<file path="config.mk">
export PLATFORM = sky130hd
export DESIGN_NAME = psc_flags
export DESIGN_NICKNAME = d
export VERILOG_FILES = /design/src/inc/psc_pkg.sv /design/src/rtl/psc_flags.sv
export SDC_FILE = /design/constraint.sdc
export NUM_CORES = 1
export LEC_CHECK = 0
export ABC_AREA = 1
export BUFFER_PORTS_ARGS = -buffer_cell sky130_fd_sc_hd__buf_2
export CAP_MARGIN = 20
export CORE_MARGIN = 8
export CORE_UTILIZATION = 43
export CTS_CLUSTER_DIAMETER = 60
export CTS_CLUSTER_SIZE = 10
export DETAILED_ROUTE_END_ITERATION = 16
export HOLD_SLACK_MARGIN = 0.05
export PLACE_DENSITY = 0.75
export SETUP_SLACK_MARGIN = 0.3
export SLEW_MARGIN = 20
export SYNTH_ARGS = -nofsm -noshare
export SYNTH_HDL_FRONTEND = slang
export SYNTH_SLANG_ARGS = --single-unit
</file>
<file path="constraint.sdc">
create_clock -name ref_clk_i -period 1.07 [get_ports ref_clk_i]
set_input_delay 0.1605 -clock ref_clk_i [delete_from_list [all_inputs] [get_ports ref_clk_i]]
set_output_delay 0.1605 -clock ref_clk_i [all_outputs]
set_load 0.02 [all_outputs]
</file>
<file path="src/inc/psc_pkg.sv">
// psc_pkg: offsets, field positions and encodings of the status,
// control and flag registers.
// assumes a byte-wide register port decoded by the serial bus front end.
//
// Summary of operation
// RULE_01: status bit 7 reads 0 while seal intact, 1 once broken
// RULE_02: status bit 6 reads 1 when non-volatile defaults differ from factory
// RULE_03: status bit 5 is adapter-detect pin inverted
// RULE_04: status bit 4 is push-button pin inverted
// RULE_05: status bits 3-2 give state: transitional, wait, active, suspend
// RULE_06: status bits 1-0 give coin-cell level, low to above ideal
// RULE_07: host triggers a measurement before trusting coin-cell level bits
// RULE_08: writing 1 to control bit 0 starts measurement; bit self-clears
// RULE_09: control bit 1 set and power-fail low shuts all rails off
// RULE_10: control bit 1 clear leaves power state unaffected by power-fail
// RULE_11: flag bit set on wake from suspend with output enabled in suspend
// RULE_12: flags 7-5 general outputs 3-1, 4 linear reg, 3-1 converters 4-2
// RULE_13: flag bit 0 records converter 1 the same way
// RULE_14: status and flag reads have no side effect; writes ignored
// RULE_15: control bits 7-2 read 0 and ignore writes
`default_nettype none

package psc_pkg;
   // ------------------------------------------------------------
   // register map
   // ------------------------------------------------------------
   localparam logic [7:0] PSC_ADDR_STATUS  = 8'h05;
   localparam logic [7:0] PSC_ADDR_CONTROL = 8'h06;
   localparam logic [7:0] PSC_ADDR_FLAG    = 8'h07;
   localparam logic [7:0] PSC_RST_CONTROL  = 8'h00;
   localparam logic [7:0] PSC_RST_FLAG     = 8'h00;
   localparam logic [7:0] PSC_RD_NONE      = 8'h00;

   // ------------------------------------------------------------
   // field positions
   // ------------------------------------------------------------
   localparam int PSC_ST_SEAL_BIT   = 7;
   localparam int PSC_ST_NVM_BIT    = 6;
   localparam int PSC_ST_AC_BIT     = 5;
   localparam int PSC_ST_PB_BIT     = 4;
   localparam int PSC_ST_STATE_LSB  = 2;
   localparam int PSC_ST_CC_LSB     = 0;
   localparam int PSC_CT_MEAS_BIT   = 0;
   localparam int PSC_CT_PFSD_BIT   = 1;
   localparam int PSC_NUM_RAILS     = 8;

   // ------------------------------------------------------------
   // encodings
   // ------------------------------------------------------------
   localparam logic [1:0] PSC_STATE_TRANS   = 2'h0;
   localparam logic [1:0] PSC_STATE_WAIT    = 2'h1;
   localparam logic [1:0] PSC_STATE_ACTIVE  = 2'h2;
   localparam logic [1:0] PSC_STATE_SUSPEND = 2'h3;

   // internal power state sequence tracked by this block
   typedef enum logic [2:0] {
      PSC_PS_OFF,
      PSC_PS_WAIT,
      PSC_PS_UP,
      PSC_PS_ACTIVE,
      PSC_PS_DOWN,
      PSC_PS_SUSPEND
   } psc_pstate_t;
endpackage : psc_pkg

`default_nettype wire

</file>
<file path="src/rtl/psc_flags.sv">
// psc_flags: status, control and suspend flag registers of the power
// manager, plus a small power state tracker for the state field.
// assumes a byte register port from the serial bus front end, sequencer
// requests as one-cycle pulses and the coin-cell measurement done pulse.
`default_nettype none

module psc_flags (
   // clock and reset
   input  wire logic                     ref_clk_i,
   input  wire logic                     rstn_i,
   // register port
   input  wire logic                     reg_wr_i,
   input  wire logic                     reg_rd_i,
   input  wire logic [7:0]               reg_addr_i,
   input  wire logic [7:0]               reg_wdata_i,
   output logic      [7:0]               reg_rdata_o,
   // nvm and seal state
   input  wire logic                     freshness_seal_i,
   input  wire logic                     nvm_modified_i,
   // pins
   input  wire logic                     adapter_detect_pin_i,
   input  wire logic                     push_button_pin_i,
   input  wire logic                     power_fail_output_i,
   // sequencer events
   input  wire logic                     seq_power_en_i,
   input  wire logic                     seq_up_done_i,
   input  wire logic                     seq_suspend_req_i,
   input  wire logic                     seq_down_done_i,
   input  wire logic                     seq_wake_i,
   input  wire logic                     seq_off_req_i,
   input  wire logic [psc_pkg::PSC_NUM_RAILS-1:0] rail_en_i,
   // coin-cell measurement
   input  wire logic                     coin_cell_done_i,
   input  wire logic [1:0]               coin_cell_level_i,
   output logic                          coin_cell_measure_start_o,
   // shutdown
   output logic                          rails_shutdown_o,
   output logic [1:0]                    power_state_o
);
   import psc_pkg::*;

   // ------------------------------------------------------------
   // state
   // ------------------------------------------------------------
   psc_pstate_t                  ps_reg;
   psc_pstate_t                  ps_next;
   logic                         pfsd_en_reg;
   logic                         meas_start_reg;
   logic [1:0]                   cc_level_reg;
   logic [PSC_NUM_RAILS-1:0]     flag_reg;
   logic                         pf_trip;

   // register hit decode, used by read and write paths
   function automatic logic hit(input logic [7:0] a, input logic [7:0] r);
      return a == r;
   endfunction : hit

   // power-fail trips only when armed
   assign pf_trip = pfsd_en_reg & ~power_fail_output_i;  // RULE_09 RULE_10

   // ------------------------------------------------------------
   // power state tracker
   // ------------------------------------------------------------
   always_comb begin
      ps_next = ps_reg;
      unique case (ps_reg)
         PSC_PS_OFF:     if (seq_power_en_i) ps_next = PSC_PS_UP;
         PSC_PS_WAIT:    if (seq_power_en_i) ps_next = PSC_PS_UP;
         PSC_PS_UP:      if (seq_up_done_i) ps_next = PSC_PS_ACTIVE;
         PSC_PS_ACTIVE:  if (seq_suspend_req_i) ps_next = PSC_PS_DOWN;
         PSC_PS_DOWN:    if (seq_down_done_i) ps_next = PSC_PS_SUSPEND;
         PSC_PS_SUSPEND: if (seq_wake_i) ps_next = PSC_PS_UP;
      endcase
      if (seq_off_req_i) begin
         ps_next = PSC_PS_WAIT;
      end
      // armed power-fail overrides any sequencer request
      if (pf_trip) begin
         ps_next = PSC_PS_OFF;  // RULE_09
      end
   end

   always_ff @(posedge ref_clk_i or negedge rstn_i) begin
      if (!rstn_i) begin
         ps_reg <= PSC_PS_OFF;
      end else begin
         ps_reg <= ps_next;
      end
   end

   // off and wait both report as waiting for power enable
   always_ff @(posedge ref_clk_i or negedge rstn_i) begin
      if (!rstn_i) begin
         power_state_o    <= PSC_STATE_TRANS;
         rails_shutdown_o <= 1'b0;
      end else begin
         unique case (ps_next)
            PSC_PS_OFF,
            PSC_PS_WAIT:    power_state_o <= PSC_STATE_WAIT;
            PSC_PS_ACTIVE:  power_state_o <= PSC_STATE_ACTIVE;  // RULE_05
            PSC_PS_SUSPEND: power_state_o <= PSC_STATE_SUSPEND;
            default:        power_state_o <= PSC_STATE_TRANS;
         endcase
         rails_shutdown_o <= pf_trip;  // RULE_09
      end
   end

   // ------------------------------------------------------------
   // control register
   // ------------------------------------------------------------
   always_ff @(posedge ref_clk_i or negedge rstn_i) begin
      if (!rstn_i) begin
         pfsd_en_reg <= PSC_RST_CONTROL[PSC_CT_PFSD_BIT];
      end else if (reg_wr_i && hit(reg_addr_i, PSC_ADDR_CONTROL)) begin
         pfsd_en_reg <= reg_wdata_i[PSC_CT_PFSD_BIT];  // RULE_15
      end
   end

   // start is a one-cycle pulse: the bit never holds, writing 0 is a no-op
   always_ff @(posedge ref_clk_i or negedge rstn_i) begin
      if (!rstn_i) begin
         meas_start_reg <= PSC_RST_CONTROL[PSC_CT_MEAS_BIT];
      end else begin
         meas_start_reg <= reg_wr_i & hit(reg_addr_i, PSC_ADDR_CONTROL)
                           & reg_wdata_i[PSC_CT_MEAS_BIT];  // RULE_08
      end
   end
   assign coin_cell_measure_start_o = meas_start_reg;

   // level is held from the last completed measurement only
   always_ff @(posedge ref_clk_i or negedge rstn_i) begin
      if (!rstn_i) begin
         cc_level_reg <= PSC_STATE_TRANS;
      end else if (coin_cell_done_i) begin
         cc_level_reg <= coin_cell_level_i;  // RULE_06 RULE_07
      end
   end

   // ------------------------------------------------------------
   // suspend flags
   // ------------------------------------------------------------
   // enables seen on the wake edge are still the suspend settings, so they
   // are published directly; a power-up from off or wait clears them
   always_ff @(posedge ref_clk_i or negedge rstn_i) begin
      if (!rstn_i) begin
         flag_reg    <= PSC_RST_FLAG;
      end else begin
         if (ps_reg == PSC_PS_SUSPEND && seq_wake_i && !pf_trip
             && !seq_off_req_i) begin
            flag_reg <= rail_en_i;  // RULE_11 RULE_12 RULE_13
         end else if ((ps_reg == PSC_PS_OFF || ps_reg == PSC_PS_WAIT)
                      && seq_power_en_i) begin
            flag_reg <= PSC_RST_FLAG;  // RULE_11
         end
      end
   end

   // ------------------------------------------------------------
   // read path, no read side effects
   // ------------------------------------------------------------
   always_ff @(posedge ref_clk_i or negedge rstn_i) begin
      if (!rstn_i) begin
         reg_rdata_o <= PSC_RD_NONE;
      end else if (reg_rd_i) begin
         reg_rdata_o <= PSC_RD_NONE;  // RULE_14
         if (hit(reg_addr_i, PSC_ADDR_STATUS)) begin
            reg_rdata_o[PSC_ST_SEAL_BIT] <= freshness_seal_i;      // RULE_01
            reg_rdata_o[PSC_ST_NVM_BIT]  <= nvm_modified_i;        // RULE_02
            reg_rdata_o[PSC_ST_AC_BIT]   <= ~adapter_detect_pin_i; // RULE_03
            reg_rdata_o[PSC_ST_PB_BIT]   <= ~push_button_pin_i;    // RULE_04
            reg_rdata_o[PSC_ST_STATE_LSB +: 2] <= power_state_o;   // RULE_05
            reg_rdata_o[PSC_ST_CC_LSB +: 2]    <= cc_level_reg;    // RULE_06
         end else if (hit(reg_addr_i, PSC_ADDR_CONTROL)) begin
            reg_rdata_o[PSC_CT_PFSD_BIT] <= pfsd_en_reg;           // RULE_15
         end else if (hit(reg_addr_i, PSC_ADDR_FLAG)) begin
            reg_rdata_o <= flag_reg;
         end
      end
   end

   // helper terms shared by the checks below
   logic chk_meas_wr;
   logic chk_rd_status;
   logic chk_rd_control;
   logic chk_rd_mapped;
   logic chk_seq_idle;

   assign chk_meas_wr    = reg_wr_i && hit(reg_addr_i, PSC_ADDR_CONTROL)
                           && reg_wdata_i[PSC_CT_MEAS_BIT];
   assign chk_rd_status  = reg_rd_i && hit(reg_addr_i, PSC_ADDR_STATUS);
   assign chk_rd_control = reg_rd_i && hit(reg_addr_i, PSC_ADDR_CONTROL);
   assign chk_rd_mapped  = hit(reg_addr_i, PSC_ADDR_STATUS)
                           || hit(reg_addr_i, PSC_ADDR_CONTROL)
                           || hit(reg_addr_i, PSC_ADDR_FLAG);
   // no sequencer request at all, so only power-fail could move the state
   assign chk_seq_idle   = !(seq_power_en_i || seq_up_done_i
                             || seq_suspend_req_i || seq_down_done_i
                             || seq_wake_i || seq_off_req_i);
endmodule : psc_flags

`default_nettype wire

</file>
Word level (Yosys, flattened, before mapping)
Index checks and enable logic that the tools add are counted.
{"block": "op_classes", "n_reduce_logical": 13, "n_eq_ne": 11, "muxes": 16, "n_bitwise": 6}
{"cell": "two-way mux 8 bit", "n": 4}
{"cell": "== test 8 x 3 -> 1 bit, second input constant", "n": 3}
{"cell": "two-way mux 3 bit", "n": 7}
{"cell": "one-hot mux 3 bit (5 select lines)", "n": 1}
{"cell": "== test 3 x 2 -> 1 bit, second input constant", "n": 3}
{"cell": "== test 3 bit, second input constant", "n": 3}
{"cell": "== test 3 x 1 -> 1 bit, second input constant", "n": 2}
{"cell": "zero test 3 bit", "n": 2}
{"cell": "two-way mux 6 bit", "n": 1}
{"cell": "one-hot mux 2 bit (3 select lines)", "n": 1}
{"cell": "logical AND 1 bit", "n": 5}
{"cell": "OR reduction 2 bit", "n": 2}
{"cell": "bitwise AND 1 bit", "n": 3}
{"cell": "inverter 1 bit", "n": 3}
{"cell": "zero test 1 bit", "n": 2}
{"cell": "two-way mux 1 bit", "n": 2}
{"cell": "nonzero test 2 bit", "n": 1}
{"cell": "logical OR 1 bit", "n": 1}
{"block": "totals", "out_inout_bits": 12, "reg_bits": 26, "input_bits": 42}

Depth between registers and ports, before layout
Gate-level depths: netlist (run 1).
{"block": "logic_depth", "ltp_word": 8, "depth_mapped": 9}

Worst setup path after synthesis (run 1)
No wires, ideal clock.
{"block": "synth_timing", "path_type": "reg-to-reg", "from": "reg ps_reg[1]", "to": "reg flag_reg[3]", "path_stages_with_launch": 6, "arrival_ps": 1009, "setup_ps": 122, "setup_slack_ps": -61, "synth_period_minus_slack_ps": 1131, "required_ps": 948, "path_buffers": 1, "cell_sequence": "dfrtp_1 -> nor2_4 -> nand4_4 -> buf_6 -> nand3_1 -> o21ai_1"}
{"block": "synth_between", "elab_chain_len": 5, "elab_cells_between_ends": 10, "cone_classes": "2 x eq/ne; 1 x mux; 7 x reduce/logical"}
{"element": "from (decl)", "line_no": "psc_flags.sv:45", "text": "psc_pstate_t ps_reg;"}
{"element": "from (signal assigned)", "line_no": "psc_flags.sv:87", "text": "ps_reg <= ps_next;"}
{"element": "== test 3 bit", "line_no": "psc_flags.sv:148", "text": "if (ps_reg == PSC_PS_SUSPEND && seq_wake_i && !pf_trip"}
{"element": "logical AND 1 bit (2 in series)", "line_no": "psc_flags.sv:148"}
{"element": "logical AND 1 bit", "line_no": "psc_flags.sv:149", "text": "&& !seq_off_req_i) begin"}
{"element": "two-way mux 8 bit / nonzero test 2 bit (equally long branches)"}
{"element": "to (signal assigned)", "line_no": "psc_flags.sv:150", "text": "flag_reg <= rail_en_i;"}
{"element": "to (decl)", "line_no": "psc_flags.sv:50", "text": "logic [PSC_NUM_RAILS-1:0] flag_reg;"}
Parallel ways exist; a longest one is shown, timed or not.
A chain may end at the register's enable or synchronous reset.

Worst setup path in the final report (run 1)
{"block": "layout_timing", "from": "reg ps_reg[1]", "to": "reg flag_reg[0]"}
The elaborated chain is that of the path after synthesis.

==> qor.yml, run 1 <==
pwr:
  p_sw_w: 0.000556
  power_frac_clock_pct: 22.2
  comb_power_share_pct: 23.9
  cellPowerDensity_mw_per_mm2: 891
  pwr-share-seq_pct: 54.0
  p_sw_share_pct: 28.6
  power.leakage_nw: 1.10
  intPower_w: 0.00139
  vdd_drop_max_mv: 0.413
synth:
  ys_types: 24
  netlist_instances: 164
  synth_area_mm2: 0.00132
  synth-warning-count: 0
  post_synth.cell_area_avg_um2: 8.06
  syn_nets: 206
  ys_seq_area_share_pct: 49.2
  ys_seq_elements: 26
clock_network:
  clockBufferDepth: 2
  cts-root-buf: "clkbuf_4"
  cts.clk_slew.worst_paths_ns: 0.13
  insertion_delay_ns: 0.33
  cts_sinks: 26
  cts_inserted_buffers: 3
  cts_tree: "yes"
  htreeDepth: 1
grt:
  grt_pass1_vias: 1407
  grt-ovfl-total: 0
  gr-usage-all-layers_pct: 15.3
  antenna_found_initial: 1
  grt_max_degree: 16
  grt_pass1_wl_mm: 6.20
floorplan:
  start_util_pct: 44.4
  fp.dieArea_mm2: 0.00510
  io_pins: 54
  rows: 20
  die-width_um: 71.4
  core_area_mm2: 0.00298
  die_h_um: 71.4
placed_design:
  port_buffers: 47
  dp_hpwl_mm: 2.66
  routabilityCongestion: 0.755
  dpl-instance-area_mm2: 0.00171
detailed_routing:
  highest_layer: "met4"
  drtPass1Iterations: 4
  wl_per_cell_um: 15.0
  wl_met2_mm: 2.30
  antenna_left: 0
  met3_length_um: 218
  vias_per_cell: 5.01
  drt_wl_total_mm: 4.17
  vias: 1394
  dr.first_iter.drc_count: 76
  drt-met1-wl_mm: 1.54
  drc_errors: 0
sta:
  finalCritPeriodShare_pct: 118
  timing.final.crit_period_ns: 1.26
  finalHoldViolCount: 0
  rsz0062_at_grt: "yes"
  skew_ns: 0.00451
  tightestPinTransition_ns: 0.377
  setup_viol: 12
  setup_ws_ns: -0.194
  fmaxAchievable_mhz: 791
  fin_worst_hold_slack_ns: 0.00581
  slew_headroom_pct: 74.8
  maxSlewViolCount: 0
worst_setup_path:
  required_ns: 1.33
  crit_path_max_fanout: 7
  critPathSlowestCell: "dfrtp_2"
  start_kind: "register"
  critical_path_arrival_ns: 1.52
  path_class: "reg -> reg"
  slowest_delay_ns: 0.49
  crit_path_cell_trace: "nor2_4 -> buf_6 -> nand4_4 -> o22ai_1"
  end_kind: "register"
hold_path:
  hp-class: "in -> reg"
cells_and_area:
  final-seq-area_um2: 653
  drive_gt1_share_pct: 52.5
  fin_nets: 287
  syn2layout_area_growth_pct: 65.0
  design_area_mm2: 0.00218
  multiInputGateArea_um2: 731
  fillers: 227
run_status:
  status: "finished, violations left"
  violations: "negative setup slack"
job:
  cap_violations: 0
path summary, 6_finish.rpt:
path / endpoint / startpoint / slack [ns] / depth (start not counted)
worst max-delay path: flag_reg[0]$_DFFE_PN0P_ / ps_reg[1]$_DFF_PN0_ / -0.19 / 4
worst min-delay path: rails_shutdown_o$_DFF_PN0_ / power_fail_output_i / 0.006 / 2
worst max register to register: flag_reg[0]$_DFFE_PN0P_ / ps_reg[1]$_DFF_PN0_ / -0.19 / 4
worst min register to register: reg_rdata_o[4]$_DFFE_PN0P_ / reg_rdata_o[4]$_DFFE_PN0P_ / 0.53 / 2
max in group asynchronous: flag_reg[3]$_DFFE_PN0P_ / rstn_i / 0.41 / 3
min in group asynchronous: reg_rdata_o[6]$_DFFE_PN0P_ / rstn_i / 0.26 / 2
critical path: cells and delay by family (launching register included):
family          cells  cell delay (ns)
flops               1             0.49
simple gates        2             0.37
compound gates      1             0.19
buf+inv             1             0.14
logic make-up (layout without fill, tap and decap cells):
family	count (synthesis)	after routing	share of synthesized area [%]
buffers and inverters	32	110	9.94
other	0	1	0
AOI/OAI and AO/OA	22	22	9.19
and+or+nand+nor	84	86	31.6
DFF	26	26	49.2
through the flow:
step / total power, W / utilization, % / std cells / setup TNS (ns) / worst slack, ns
6_report: 0.00194 / 73.2 / 278 / -1.75 / -0.194
5_1_grt: 0.00202 / 73.2 / 278 / -2.72 / -0.259
4_1_cts: 0.00186 / 66.6 / 266 / -1.34 / -0.154
3_5_place_dp: 0.00137 / 57.5 / 248 / -1.82 / -0.223
3_3_place_gp: 0.00137 / 57.5 / 248 / -1.47 / -0.167
2_1_floorplan: 0.00121 / - / 164 / -0.173 / -0.0370
placed cells by master, fill, tap and decap left out, types with 2 or more instances in the layout:
cell           synthesis  layout
inv_1                 24      17
nor2_4                 1       9
dfrtp_1               26      24
nor3_4                 1       2
nand4_1                3       3
clkbuf_4               0       3
nand2_2                3       7
nand3_1               22      16
buf_2                  0      33
o22ai_1                3       2
o21ai_2                0       3
buf_6                  1      21
a31oi_1                4       3
o21ai_1               10       8
nand3_2                0       6
nor2_1                21      12
nand2_1               25      19
buf_4                  1      15
nor2_2                 4       5
dfrtp_2                0       2
nand4_4                1       2
dlygate4sd3_1          0       7
inv_2                  5      11
cell usage after synthesis (all sizes together):
| master | instances | share of area, % |
|---|---|---|
| a21oi | 2 | 0.76 |
| nand3b | 1 | 0.57 |
| o22ai | 3 | 1.4 |
| nor2 | 26 | 8.7 |
| nor3 | 2 | 2.0 |
| nand2 | 28 | 8.5 |
| nand3 | 22 | 8.3 |
| a31oi | 4 | 1.9 |
| inv | 29 | 8.2 |
| buf | 2 | 1.4 |
| o211ai | 1 | 0.57 |
| nand4 | 4 | 3.0 |
| and2 | 1 | 0.47 |
| clkbuf | 1 | 0.28 |
| o21ai | 12 | 4.5 |
| dfrtp | 26 | 49 |
layout make-up:
type,instances,share of cell area (%)
diodes,1,0.115
clock buffers,4,1.21
inverters,29,5.57
multi-input cells,108,33.5
flip-flops and latches,26,30.0
well taps,33,1.89
repair buffers,77,27.7
timing repair:
item | CTS | global route
setup buffers | 7 | 9
hold endpoints to repair | 32 | 2
gates resized for setup | 40 | 30
setup endpoints to repair | 30 | 34
pin swaps | 9 | 17
cloned | 1 | 1
hold buffers | 6 | 1
power groups by stage:
stage	sequential [W]	clock, W	combinational, W
4_1_cts	0.00104	0.000428	0.000391
3_5_place_dp	0.00106	0	0.000316
2_1_floorplan	0.00108	0	0.000134
6_report	0.00105	0.000431	0.000464
3_3_place_gp	0.00106	0	0.000309
5_1_grt	0.00105	0.000467	0.000505
per-layer routing:
| metal | track usage (%) | vias to the layer above |
|---|---|---|
| met5 | 0 | - |
| met4 | 8.55 | 0 |
| met3 | 3.35 | 7 |
| met2 | 27.1 | 42 |
| met1 | 16.3 | 646 |
| li1 | - | 699 |
No activity file was read; power rests on OpenSTA's default activity.
==> inputs of run 2 (changes only) <==
--- a/config.mk
+++ b/config.mk
@@ -8,7 +8,7 @@
 export ABC_AREA = 1
 export BUFFER_PORTS_ARGS = -buffer_cell sky130_fd_sc_hd__buf_2
 export CAP_MARGIN = 20
-export CORE_MARGIN = 8
+export CORE_MARGIN = 1
 export CORE_UTILIZATION = 43
 export CTS_CLUSTER_DIAMETER = 60
 export CTS_CLUSTER_SIZE = 10
==> qor.yml, run 2 (synthesized netlist as in run 1, its figures left out) <==
run_status:
  status: "finished, violations left"
  violations: "design-rule violations, negative setup slack"
detailed_routing:
  drtPass1Iterations: 10
  drc_errors: 2
  dr.first_iter.drc_count: 51
  wl_per_cell_um: 11.9
  vias: 1296
  drt_wl_total_mm: 3.15
  vias_per_cell: 4.91
  antenna_left: 0
worst_setup_path:
  required_ns: 1.28
  start_kind: "register"
  slowest_delay_ns: 0.50
  critPathSlowestCell: "dfrtp_2"
  end_kind: "register"
  crit_path_cell_trace: "nor2_4 -> nand4_2 -> nand3_2 -> o21ai_1"
  crit_path_max_fanout: 7
  path_class: "reg -> reg"
  critical_path_arrival_ns: 1.43
cells_and_area:
  drive_gt1_share_pct: 48.1
  fin_nets: 276
  multiInputGateArea_um2: 668
  syn2layout_area_growth_pct: 51.5
  mostFrequentLayoutCells: "34 x buf_2, 24 x dfrtp_1, 19 x nand2_1, 18 x inv_1, 17 x buf_6"
  num_antenna_cells: 0
  final-seq-area_um2: 653
  fillers: 225
  final_common_cell: "buf_2"
  final_core_util_pct: 70.8
pwr:
  vdd_drop_max_mv: 0.442
  power.leakage_nw: 1.03
  cellPowerDensity_mw_per_mm2: 923
clock_network:
  cts_tree: "yes"
  htreeDepth: 1
  insertion_delay_ns: 0.31
  clockBufferDepth: 2
  cts_inserted_buffers: 3
  cts-root-buf: "clkbuf_4"
  cts.clk_slew.worst_paths_ns: 0.13
  cts_sinks: 26
grt:
  grt_pass1_wl_mm: 5.27
  antenna_found_initial: 0
  grt-ovfl-total: 0
  grt_max_degree: 16
  grt_pass1_vias: 1257
  gr-usage-all-layers_pct: 21.0
sta:
  finalSetupTns_ns: -1.42
  rsz0062_at_grt: "yes"
  skew_ns: 0.0103
  setup_viol: 12
  maxSlewViolCount: 0
  timing.final.crit_period_ns: 1.22
  tightestPinTransition_ns: 0.322
  setup_ws_ns: -0.153
  fmaxAchievable_mhz: 818
  finalHoldViolCount: 0
  finalCritPeriodShare_pct: 114
  slew_headroom_pct: 78.5
job:
  cap_violations: 0
floorplan:
  rows: 19
  core_area_mm2: 0.00283
  start_util_pct: 46.7
  io_pins: 54
  die_h_um: 57.4
  die-width_um: 57.4
  fp.dieArea_mm2: 0.00330
placed_design:
  port_buffers: 47
  routabilityCongestion: 0.805
  dp_hpwl_mm: 2.20
hold_path:
  hp-class: "in -> reg"
## run 2: final cells by class
type	instances	area share, %
Multi-Input combinational cell	107	33.4
Sequential cell	26	32.6
Timing Repair Buffer	67	24.6
Inverter	29	6.19
Tap cell	31	1.94
Clock buffer	4	1.31
## run 2: final timing paths
check	start	to	slack [ns]	cells after the start
max in group asynchronous	rstn_i	reg_rdata_o[0]$_DFFE_PN0P_	0.41	3
hold / removal	rail_en_i[6]	flag_reg[6]$_DFFE_PN0P_	0.07	3
setup / recovery	ps_reg[1]$_DFF_PN0_	flag_reg[6]$_DFFE_PN0P_	-0.15	4
hold reg to reg	reg_rdata_o[0]$_DFFE_PN0P_	reg_rdata_o[0]$_DFFE_PN0P_	0.52	2
min in group asynchronous	rstn_i	coin_cell_measure_start_o$_DFF_PN0_	0.25	2
setup reg to reg	ps_reg[1]$_DFF_PN0_	flag_reg[6]$_DFFE_PN0P_	-0.15	4
## run 2: power by group
group	internal, W	leakage (nW)	switching (W)
Combinational	0.000180	0.679	0.000205
Sequential	0.00102	0.337	0.0000339
Clock	0.000146	0.0150	0.000269
## run 2: layer usage
| metal | track usage (%) | up-vias | wire length (µm) |
|---|---|---|---|
| li1 | - | 680 | - |
| met1 | 25.2 | 581 | 1360 |
| met2 | 37.7 | 31 | 1650 |
| met3 | 3.17 | 4 | 103 |
| met4 | 8.01 | 0 | 36 |
| met5 | 0 | - | 0 |
## run 2: worst max-delay path: cells and delay by family, from the launching register on
kind,cells,cell delay [ns]
AO/OA/AOI/OAI,1,0.06
flip-flops,1,0.50
AND/OR/NAND/NOR,3,0.55
## run 2: timing repair
action                                 CTS  global route
gates cloned                             1             0
hold buffers                             4             0
endpoints found under the hold margin   29             0
buffers inserted                         5             4
pin swaps                                7            15
gates resized for setup                 32            21
setup endpoints to repair               30            31
## run 2: stage by stage
step / std cells / hold slack (ns) / instance area [µm²] / power [W] / worst slack [ns]
global route: 264 / 0.0501 / 2000 / 0.00196 / -0.234
floorplan: 164 / -0.135 / 1400 / 0.00121 / -0.0370
global placement: 246 / 0.0703 / 1700 / 0.00136 / -0.149
detailed placement: 246 / 0.0763 / 1700 / 0.00136 / -0.203
finish: 264 / 0.0662 / 2000 / 0.00185 / -0.153
CTS: 260 / 0.0544 / 1910 / 0.00183 / -0.135
